==> src/hw/rmc_pkg.sv <==
// Package of constants and carriers for the RS-232 modem control block.
// Assumes a single 200 MHz system clock and a synchronous active-high reset.
// Behaviour
// RL1: Auto mode: RTS on during transmission only.
// RL2: RTS-off mode, the reset default, keeps RTS low.
// RL3: RTS-on mode keeps RTS high always.
// RL4: RTS/CTS mode: pending send raises RTS.
// RL5: RTS/CTS: wait for CTS, drop RTS after.
// RL6: Manual mode: RTS follows software value only.
// RL7: Receive interrupt at threshold 1, 4, 8, 14.
// RL8: Optionally drop bytes received while transmitting.
// RL9: DCD change raises event when enabled.
// RL10: CTS change raises event when enabled.
// RL11: Synchronise DCD, CTS; both edges count.
// RL12: Reset loads defaults and keeps RTS low.
package rmc_pkg;

   // Handshake modes, one-hot.
   typedef enum logic [4:0] {
      RMC_HS_OFF    = 5'h01,
      RMC_HS_AUTO   = 5'h02,
      RMC_HS_ON     = 5'h04,
      RMC_HS_RTSCTS = 5'h08,
      RMC_HS_MANUAL = 5'h10
   } rmc_hs_mode_t;

   // Threshold select codes.
   localparam logic [1:0] RMC_THR_SEL_1  = 2'h0;
   localparam logic [1:0] RMC_THR_SEL_4  = 2'h1;
   localparam logic [1:0] RMC_THR_SEL_8  = 2'h2;
   localparam logic [1:0] RMC_THR_SEL_14 = 2'h3;

   // Byte counts for each threshold code.
   localparam logic [3:0] RMC_THR_CNT_1  = 4'h1;
   localparam logic [3:0] RMC_THR_CNT_4  = 4'h4;
   localparam logic [3:0] RMC_THR_CNT_8  = 4'h8;
   localparam logic [3:0] RMC_THR_CNT_14 = 4'he;

   // Reset values of the configuration.
   localparam rmc_hs_mode_t RMC_RST_HS_MODE = RMC_HS_OFF;
   localparam logic [1:0]   RMC_RST_THR_SEL = RMC_THR_SEL_8;
   localparam logic         RMC_RST_DISCARD = 1'b0;
   localparam logic         RMC_RST_DCD_EV  = 1'b1;
   localparam logic         RMC_RST_CTS_EV  = 1'b1;

   // Configuration carried as one bundle.
   typedef struct packed {
      rmc_hs_mode_t hs_mode;       // Handshake mode.
      logic         manual_rts;    // Software RTS level for manual mode.
      logic [1:0]   thr_sel;       // Receive threshold select.
      logic         discard_en;    // Drop bytes received while sending.
      logic         dcd_ev_en;     // Enable carrier detect change event.
      logic         cts_ev_en;     // Enable clear-to-send change event.
   } rmc_cfg_t;

   // Received byte with its strobe.
   typedef struct packed {
      logic       valid;           // Byte present this cycle.
      logic [7:0] data;            // Byte value.
   } rmc_byte_t;

endpackage
==> src/hw/rmc_ctrl.sv <==
// Modem control logic: RTS handshake, receive threshold, discard and line events.
// Assumes the UART core supplies transmit pending/busy levels and a received byte strobe.
`timescale 1ns/100ps
module rmc_ctrl
   import rmc_pkg::*;
(
   input  wire logic       clk_in,                          // System clock, 200 MHz.
   input  wire logic       sys_rst_in,                      // Synchronous reset, active high.
   input  wire logic       cfg_load_in,                     // Pulse: take cfg_in.
   input  wire rmc_cfg_t   cfg_in,                          // New configuration.
   input  wire logic       tx_pending_in,                   // Characters wait to be sent.
   input  wire logic       tx_busy_in,                      // A character is on the line.
   output logic            tx_allow_out,                    // Transmitter may start.
   input  wire rmc_byte_t  rx_byte_in,                      // Received byte from the core.
   input  wire logic       rx_ack_in,                       // Pulse: software serviced bytes.
   output rmc_byte_t       rx_store_out,                    // Byte to keep, registered.
   output logic            rx_irq_out,                      // Threshold reached, level.
   input  wire logic       cts_pin_in,                      // Clear-to-send pin.
   input  wire logic       dcd_pin_in,                      // Carrier detect pin.
   output logic            rts_pin_out,                     // Request-to-send pin.
   output logic            carrier_detect_change_event_out, // Pulse on DCD change.
   output logic            cts_change_event_out,            // Pulse on CTS change.
   output rmc_cfg_t        cfg_out                          // Current configuration.
);

   // Configuration and state registers.
   rmc_cfg_t   cfg_r, cfg_nxt;               // Held configuration.
   logic [1:0] cts_sync_r, dcd_sync_r;       // Two-stage synchronisers.
   logic       cts_old_r, dcd_old_r;         // Previous synchronised levels.
   logic       rts_r, rts_nxt;               // Registered RTS.
   logic [3:0] rx_cnt_r, rx_cnt_nxt;         // Bytes stored since last service.
   logic       irq_r, irq_nxt;               // Interrupt level.
   rmc_byte_t  store_r, store_nxt;           // Byte forwarded for storage.
   logic       cd_ev_r, cts_ev_r;            // Event pulses.
   logic [3:0] thr_cnt;                      // Threshold as a byte count.
   logic       cts_s, dcd_s;                 // Synchronised pin levels.
   logic       tx_act;                       // Transmitter is active.

   assign cts_s  = cts_sync_r[1];
   assign dcd_s  = dcd_sync_r[1];
   assign tx_act = tx_pending_in | tx_busy_in;

   // Pins pass two flip-flops; the second stage alone feeds edge detection.
   always_ff @(posedge clk_in) begin
      cts_sync_r <= {cts_sync_r[0], cts_pin_in}; // RL11
      dcd_sync_r <= {dcd_sync_r[0], dcd_pin_in}; // RL11
   end

   // Configuration is loaded on a strobe and returns to defaults on reset.
   always_comb begin
      cfg_nxt = cfg_r;
      if (cfg_load_in) begin
         cfg_nxt = cfg_in;
      end
   end

   // Decode threshold select into a count.
   always_comb begin
      case (cfg_r.thr_sel)
         RMC_THR_SEL_1:  thr_cnt = RMC_THR_CNT_1;  // RL7
         RMC_THR_SEL_4:  thr_cnt = RMC_THR_CNT_4;
         RMC_THR_SEL_14: thr_cnt = RMC_THR_CNT_14;
         default:        thr_cnt = RMC_THR_CNT_8;
      endcase
   end

   // RTS next value from the handshake mode.
   always_comb begin
      case (cfg_r.hs_mode)
         RMC_HS_AUTO:   rts_nxt = tx_act;                // RL1
         RMC_HS_ON:     rts_nxt = 1'b1;                  // RL3
         RMC_HS_RTSCTS: rts_nxt = tx_act;                // RL4 RL5
         RMC_HS_MANUAL: rts_nxt = cfg_r.manual_rts;      // RL6
         default:       rts_nxt = 1'b0;                  // RL2
      endcase
   end

   // In RTS/CTS mode a new character waits for CTS; a started one finishes.
   assign tx_allow_out = (cfg_r.hs_mode != RMC_HS_RTSCTS) | cts_s; // RL5

   // Receive path: discard while sending, count kept bytes, raise interrupt.
   always_comb begin
      store_nxt  = '0;
      rx_cnt_nxt = rx_cnt_r;
      irq_nxt    = irq_r;
      if (rx_ack_in) begin
         rx_cnt_nxt = 4'h0;
         irq_nxt    = 1'b0;
      end
      if (rx_byte_in.valid && !(cfg_r.discard_en && tx_act)) begin // RL8
         store_nxt = rx_byte_in;
         // Saturate so the count never wraps past the largest threshold.
         if (rx_cnt_nxt != 4'hf) begin
            rx_cnt_nxt = rx_cnt_nxt + 4'h1;
         end
      end
      // A byte in the acknowledge cycle still counts, so set wins over clear.
      if (rx_cnt_nxt >= thr_cnt) begin
         irq_nxt = 1'b1; // RL7
      end
   end

   // Register all state but the synchronisers; reset loads defaults and drops RTS.
   always_ff @(posedge clk_in) begin
      if (sys_rst_in) begin
         cfg_r.hs_mode    <= RMC_RST_HS_MODE;   // RL12
         cfg_r.manual_rts <= 1'b0;
         cfg_r.thr_sel    <= RMC_RST_THR_SEL;
         cfg_r.discard_en <= RMC_RST_DISCARD;
         cfg_r.dcd_ev_en  <= RMC_RST_DCD_EV;
         cfg_r.cts_ev_en  <= RMC_RST_CTS_EV;
         rts_r            <= 1'b0;              // RL12
         rx_cnt_r         <= 4'h0;
         irq_r            <= 1'b0;
         store_r          <= '0;
         cts_old_r        <= 1'b0;
         dcd_old_r        <= 1'b0;
         cd_ev_r          <= 1'b0;
         cts_ev_r         <= 1'b0;
      end else begin
         cfg_r     <= cfg_nxt;
         rts_r     <= rts_nxt;
         rx_cnt_r  <= rx_cnt_nxt;
         irq_r     <= irq_nxt;
         store_r   <= store_nxt;
         cts_old_r <= cts_s;
         dcd_old_r <= dcd_s;
         cd_ev_r   <= cfg_r.dcd_ev_en & (dcd_s ^ dcd_old_r); // RL9 RL11
         cts_ev_r  <= cfg_r.cts_ev_en & (cts_s ^ cts_old_r); // RL10 RL11
      end
   end

   assign rts_pin_out                     = rts_r;
   assign rx_irq_out                      = irq_r;
   assign rx_store_out                    = store_r;
   assign carrier_detect_change_event_out = cd_ev_r;
   assign cts_change_event_out            = cts_ev_r;
   assign cfg_out                         = cfg_r;

   // Checks beside the logic.
   // RTS lags the mode by one register, so the check looks at the mode one cycle back.

   // Off mode never lets RTS rise.
   a_rts_off_low: assert property (@(posedge clk_in) disable iff (sys_rst_in) // RL2
      $past(cfg_r.hs_mode) == RMC_HS_OFF |-> !rts_pin_out)
      else $error("RTS high in off mode");

   // On mode never lets RTS fall.
   a_rts_on_high: assert property (@(posedge clk_in) disable iff (sys_rst_in) // RL3
      $past(cfg_r.hs_mode) == RMC_HS_ON |-> rts_pin_out)
      else $error("RTS low in on mode");

   // Auto mode copies transmit activity one cycle later.
   a_rts_auto_follow: assert property (@(posedge clk_in) disable iff (sys_rst_in) // RL1
      cfg_r.hs_mode == RMC_HS_AUTO && cfg_nxt == cfg_r |=> rts_pin_out == $past(tx_act))
      else $error("RTS not following transmit in auto mode");

   // A pending send without CTS asks for permission.
   a_rts_req_cts: assert property (@(posedge clk_in) disable iff (sys_rst_in) // RL4
      cfg_r.hs_mode == RMC_HS_RTSCTS && !cfg_load_in && tx_pending_in && !cts_s
      |=> rts_pin_out)
      else $error("RTS not requested while waiting for CTS");

   // No new character starts while CTS is low.
   a_cts_gate_tx: assert property (@(posedge clk_in) disable iff (sys_rst_in) // RL5
      cfg_r.hs_mode == RMC_HS_RTSCTS && !cts_s |-> !tx_allow_out)
      else $error("Transmit allowed without CTS");

   // Manual mode shows only the software level.
   a_rts_manual: assert property (@(posedge clk_in) disable iff (sys_rst_in) // RL6
      cfg_r.hs_mode == RMC_HS_MANUAL && !cfg_load_in |=> rts_pin_out == $past(cfg_r.manual_rts))
      else $error("RTS not manual value");

   // A threshold change takes one cycle to reach the interrupt, so it is checked when stable.
   a_irq_thresh: assert property (@(posedge clk_in) disable iff (sys_rst_in) // RL7
      rx_cnt_r >= thr_cnt && $stable(cfg_r.thr_sel) |-> rx_irq_out)
      else $error("Threshold reached without interrupt");

   // A byte that arrives while sending is never stored when discarding is on.
   a_discard_tx: assert property (@(posedge clk_in) disable iff (sys_rst_in) // RL8
      cfg_r.discard_en && tx_act && rx_byte_in.valid |=> !rx_store_out.valid)
      else $error("Byte kept during transmit");

   // Each synchronised carrier change gives a pulse one cycle later.
   a_dcd_event: assert property (@(posedge clk_in) disable iff (sys_rst_in) // RL9
      cfg_r.dcd_ev_en && $changed(dcd_s) |=> carrier_detect_change_event_out)
      else $error("Missing carrier detect event");

   // Each synchronised CTS change gives a pulse one cycle later.
   a_cts_event: assert property (@(posedge clk_in) disable iff (sys_rst_in) // RL10
      cfg_r.cts_ev_en && $changed(cts_s) |=> cts_change_event_out)
      else $error("Missing CTS event");

   // The synchroniser is exactly two stages deep.
   a_sync_delay: assert property (@(posedge clk_in) disable iff (sys_rst_in) // RL11
      cts_s == $past(cts_pin_in, 2))
      else $error("CTS synchroniser depth wrong");

   // One edge of reset leaves RTS low and the default threshold.
   a_reset_dflt: assert property (@(posedge clk_in) // RL12
      sys_rst_in |=> !rts_pin_out && cfg_r.thr_sel == RMC_RST_THR_SEL)
      else $error("Reset defaults wrong");

   // Main scenarios that the bench is expected to reach.
   c_rtscts_send: cover property (@(posedge clk_in) disable iff (sys_rst_in)
      cfg_r.hs_mode == RMC_HS_RTSCTS && rts_pin_out ##1 cts_s && tx_busy_in);
   c_irq_raise: cover property (@(posedge clk_in) disable iff (sys_rst_in)
      !rx_irq_out ##1 rx_irq_out);
   c_discard: cover property (@(posedge clk_in) disable iff (sys_rst_in)
      cfg_r.discard_en && tx_act && rx_byte_in.valid);
   c_dcd_event: cover property (@(posedge clk_in) disable iff (sys_rst_in)
      carrier_detect_change_event_out);
   c_cts_event: cover property (@(posedge clk_in) disable iff (sys_rst_in)
      cts_change_event_out);

endmodule

==> config.mk <==
export PLATFORM = sky130hd
export DESIGN_NAME = rmc_ctrl
export DESIGN_NICKNAME = d
export VERILOG_FILES = /design/src/hw/rmc_pkg.sv /design/src/hw/rmc_ctrl.sv
export SDC_FILE = /design/constraint.sdc
export NUM_CORES = 1
export LEC_CHECK = 0
export ABC_AREA = 1
export BUFFER_PORTS_ARGS = -buffer_cell sky130_fd_sc_hd__buf_2
export CAP_MARGIN = 20
export CORE_MARGIN = 5
export CORE_UTILIZATION = 35
export CTS_BUF_LIST = sky130_fd_sc_hd__clkbuf_2
export DETAILED_ROUTE_END_ITERATION = 6
export MAX_ROUTING_LAYER = met4
export PLACE_DENSITY_LB_ADDON = 0.2
export SYNTH_ARGS = -nofsm -noshare
export SYNTH_HDL_FRONTEND = slang
export SYNTH_SLANG_ARGS = --single-unit
==> constraint.sdc <==
create_clock -name clk_in -period 2.5 [get_ports clk_in]
set_input_delay 0.25 -clock clk_in [delete_from_list [all_inputs] [get_ports clk_in]]
set_output_delay 0.25 -clock clk_in [all_outputs]
set_load 0.01 [all_outputs]
==> flow_summary.toml <==
[grt]
antenna_found_initial = 0
grt_pass1_vias = 1175
grt_max_degree = 15
grt_first_pass_wirelength_mm = 4.97
grt_usage = 0.126
grt_overflow = 0

[hold_path]
hold_start = "rx_byte_in[2]"
hp-class = "input pin to register"

[worst_setup_path]
crit_chain = "nand3_4, o21ai_1, nand3_1, nand2_1, inv_1, ha_1, nand2_1, inv_1, nand2_1, o2111ai_1, nand2_1, inv_1"
r2r_cells = 12
startpoint = "rx_cnt_r[0]$_SDFF_PP0_"
worstSetupPathType = "register to register"
r2r_start = "rx_cnt_r[0]$_SDFF_PP0_"
cpPeakStageDelay_ns = 0.43
cp_common_cell = "nand2_1"
end_kind = "register"
crit_cells = 12
r2r-end = "rx_irq_out$_SDFFE_PP0P_"
arrival_ns = 1.93
cp_slowest_cell = "dfxtp_1"
cpLargestDelayFamily = "simple AND/OR/NAND/NOR gates"
critical_path.startpoint_type = "register"
critPathBufInv = 3
crit_end = "rx_irq_out$_SDFFE_PP0P_"
ff2ff_setup_slack_ns = 0.85
crit_fanout = 5
worstPathRequired_ns = 2.79

[run_status]
outcome = "completed"

[power]
swShare = 0.259
power.density_nw_per_um2 = 628
clkPwrFrac = 0.311
p_leak_nw = 0.947
internal_power_w = 0.000800
power_switching_w = 0.000280
p_total_w = 0.00108
p_seq_frac = 0.549
ir_drop_uv = 322
p_comb_frac = 0.140

[detailed_routing]
vias = 1185
post-route-drc-count = 0
avgViaCountPerCell = 4.31
drt-initial-drc-count = 50
drt_pre_antenna_iters = 4
drt_wl_total_mm = 2.90
wl_per_cell_um = 10.5
antenna_left = 0

[placed_design]
globalplace.congestion = 0.835
io_buffer_count = 52
dpl.hpwl_mm = 2.26
place_inst = 266

[yosys]
synth-seq-cells = 34
postSynthCellCount = 170
ys.flop_type = "dfxtp_1"
syn_area_um2 = 1360
avgSynthCellArea_um2 = 7.99
syn-num-nets = 202
yosysUniqueCellTypes = 23
synth-edff-count = 0
async_flop_share = 0
ys_warn_count = 0
ys_seq_area_frac = 0.501

[sta]
skew_ns = 0.0140
period_needed_ns = 1.65
relSlewSlack = 0.742
drv_slew = 0
tightestPinTransition_ns = 0.386
post-route-period-util = 0.658
setup_viol = 0
hold_viol = 0
finalSetupTns_ns = 0
fmax_ghz = 0.608
rsz0062_at_grt = "no"

[die]
top_level_ports = 53
start_util = 0.366
die_w_um = 72.3
coreArea_um2 = 3720
die_h_um = 72.3
die-area_um2 = 5230
rows = 22

[final_layout]
diodes = 0
drive_gt1_frac = 0.317
final_cell_count_no_fill = 275
synthToLayoutAreaGrowth_pct = 26.6
finalNetCount = 259
nFillCells = 404

[clock_network]
cts_resized = 0
clk_pin_slew_ns = 0.17
worstSkewPairLatency_ns = 0.35
cts_tree = "built"
cts_buffer_depth = 2
cts_buffers = 5
clock_sinks = 34
root_buffer = "clkbuf_2"
h-tree-depth = 2

[run]
cap_violations = 0
[Yosys cell counts (2+ instances only)]
master | n | area share
inv_1 | 28 | 0.077
ha_1 | 4 | 0.037
o21ai_0 | 8 | 0.029
o21ai_1 | 2 | 0.0074
nand2_1 | 27 | 0.075
nand2_2 | 4 | 0.018
inv_2 | 3 | 0.0083
nand4_1 | 5 | 0.023
buf_6 | 2 | 0.017
nand3_1 | 9 | 0.033
dfxtp_1 | 34 | 0.50
nor2_1 | 23 | 0.064
buf_4 | 2 | 0.011
a21oi_1 | 9 | 0.033
o211ai_1 | 2 | 0.011
[cells in the final DEF, fill, tap and decap left out, drive strengths merged]
cell type    instances
nor2                25
a21oi                9
ha                   4
inv                 32
nor3                 1
dfxtp               34
nand4                5
clkinv               2
o211ai               2
o2111ai              1
clkbuf               5
dlygate4sd3          2
buf                 52
bufinv               1
nand2               31
nand3               11
o21ai               10
[metal layers]
metal	global-route usage	part of all wire	vias to the layer above
li1	-	-	645
met1	0.140	0.44	497
met2	0.198	0.44	39
met3	0.0512	0.10	4
met4	0.0564	0.012	0
met5	-	0	-
[registers in the layout (all words and copies together) (netlist names)]
| name | count |
|---|---|
| cts_sync_r | 2 |
| cfg_out | 11 |
| cts_old_r | 1 |
| dcd_old_r | 1 |
| rts_pin_out | 1 |
| cts_change_event_out | 1 |
| dcd_sync_r | 2 |
| rx_irq_out | 1 |
| rx_cnt_r | 4 |
| carrier_detect_change_event_out | 1 |
| rx_store_out | 9 |
[what timing repair did]
action                                 4_1_cts  5_1_grt
hold buffers                                 2        0
endpoints found under the hold margin        2        0
buffers inserted                             0        0
[worst min-delay path, cell delays in order]
cell,delay [ns]
buf_2,0.09
inv_1,0.04
nor2_1,0.03
[power by group through the flow]
| stage | clock (W) | combinational (W) | sequential (W) |
|---|---|---|---|
| floorplan | 0 | 0.0000827 | 0.000615 |
| global placement | 0 | 0.000150 | 0.000605 |
| detailed placement | 0 | 0.000151 | 0.000605 |
| CTS | 0.000355 | 0.000154 | 0.000594 |
| global route | 0.000372 | 0.000176 | 0.000598 |
| finish | 0.000336 | 0.000151 | 0.000593 |
[cells by family (layout without fill, tap and decap cells)]
logic type      after synthesis  after routing  share of synthesized area
fa+ha+maj                     4              4                     0.0368
flops                        34             34                      0.501
buf+inv                      37             94                      0.122
simple gates                 73             73                      0.253
compound gates               22             22                     0.0875
[how the worst min path moves through the flow]
stage	to	slack (ns)	depth (start not counted)
final	rx_store_out[2]$_SDFF_PP0_	0.09	3
after global routing	rx_store_out[6]$_SDFF_PP0_	0.04	3
after CTS	rx_store_out[2]$_SDFF_PP0_	0.05	3
after detailed placement	dcd_sync_r[1]$_DFF_P_	0.32	0
after global placement	dcd_sync_r[1]$_DFF_P_	0.31	0
after floorplan	cts_sync_r[0]$_DFF_P_	0.28	0
[metrics by stage]
step	hold WS (ns)	worst slack [ns]	instance area, um^2	utilization
after floorplan	0.278	1.00	1360	-
after global placement	0.311	0.798	1640	0.442
after detailed placement	0.315	0.777	1640	0.442
after CTS	0.0503	0.860	1720	0.463
after global routing	0.0378	0.709	1720	0.463
final	0.0902	0.855	1720	0.463
[layout make-up]
class | instances | area (um^2) | share of cell area
Timing Repair Buffer | 54 | 280 | 0.163
Clock buffer | 5 | 25.0 | 0.0145
Multi-Input combinational cell | 99 | 513 | 0.298
Sequential cell | 34 | 681 | 0.396
Clock inverter | 2 | 33.8 | 0.0196
Inverter | 33 | 128 | 0.0742
Tap cell | 48 | 60.1 | 0.0349
No activity file was read; power rests on OpenSTA's default activity.
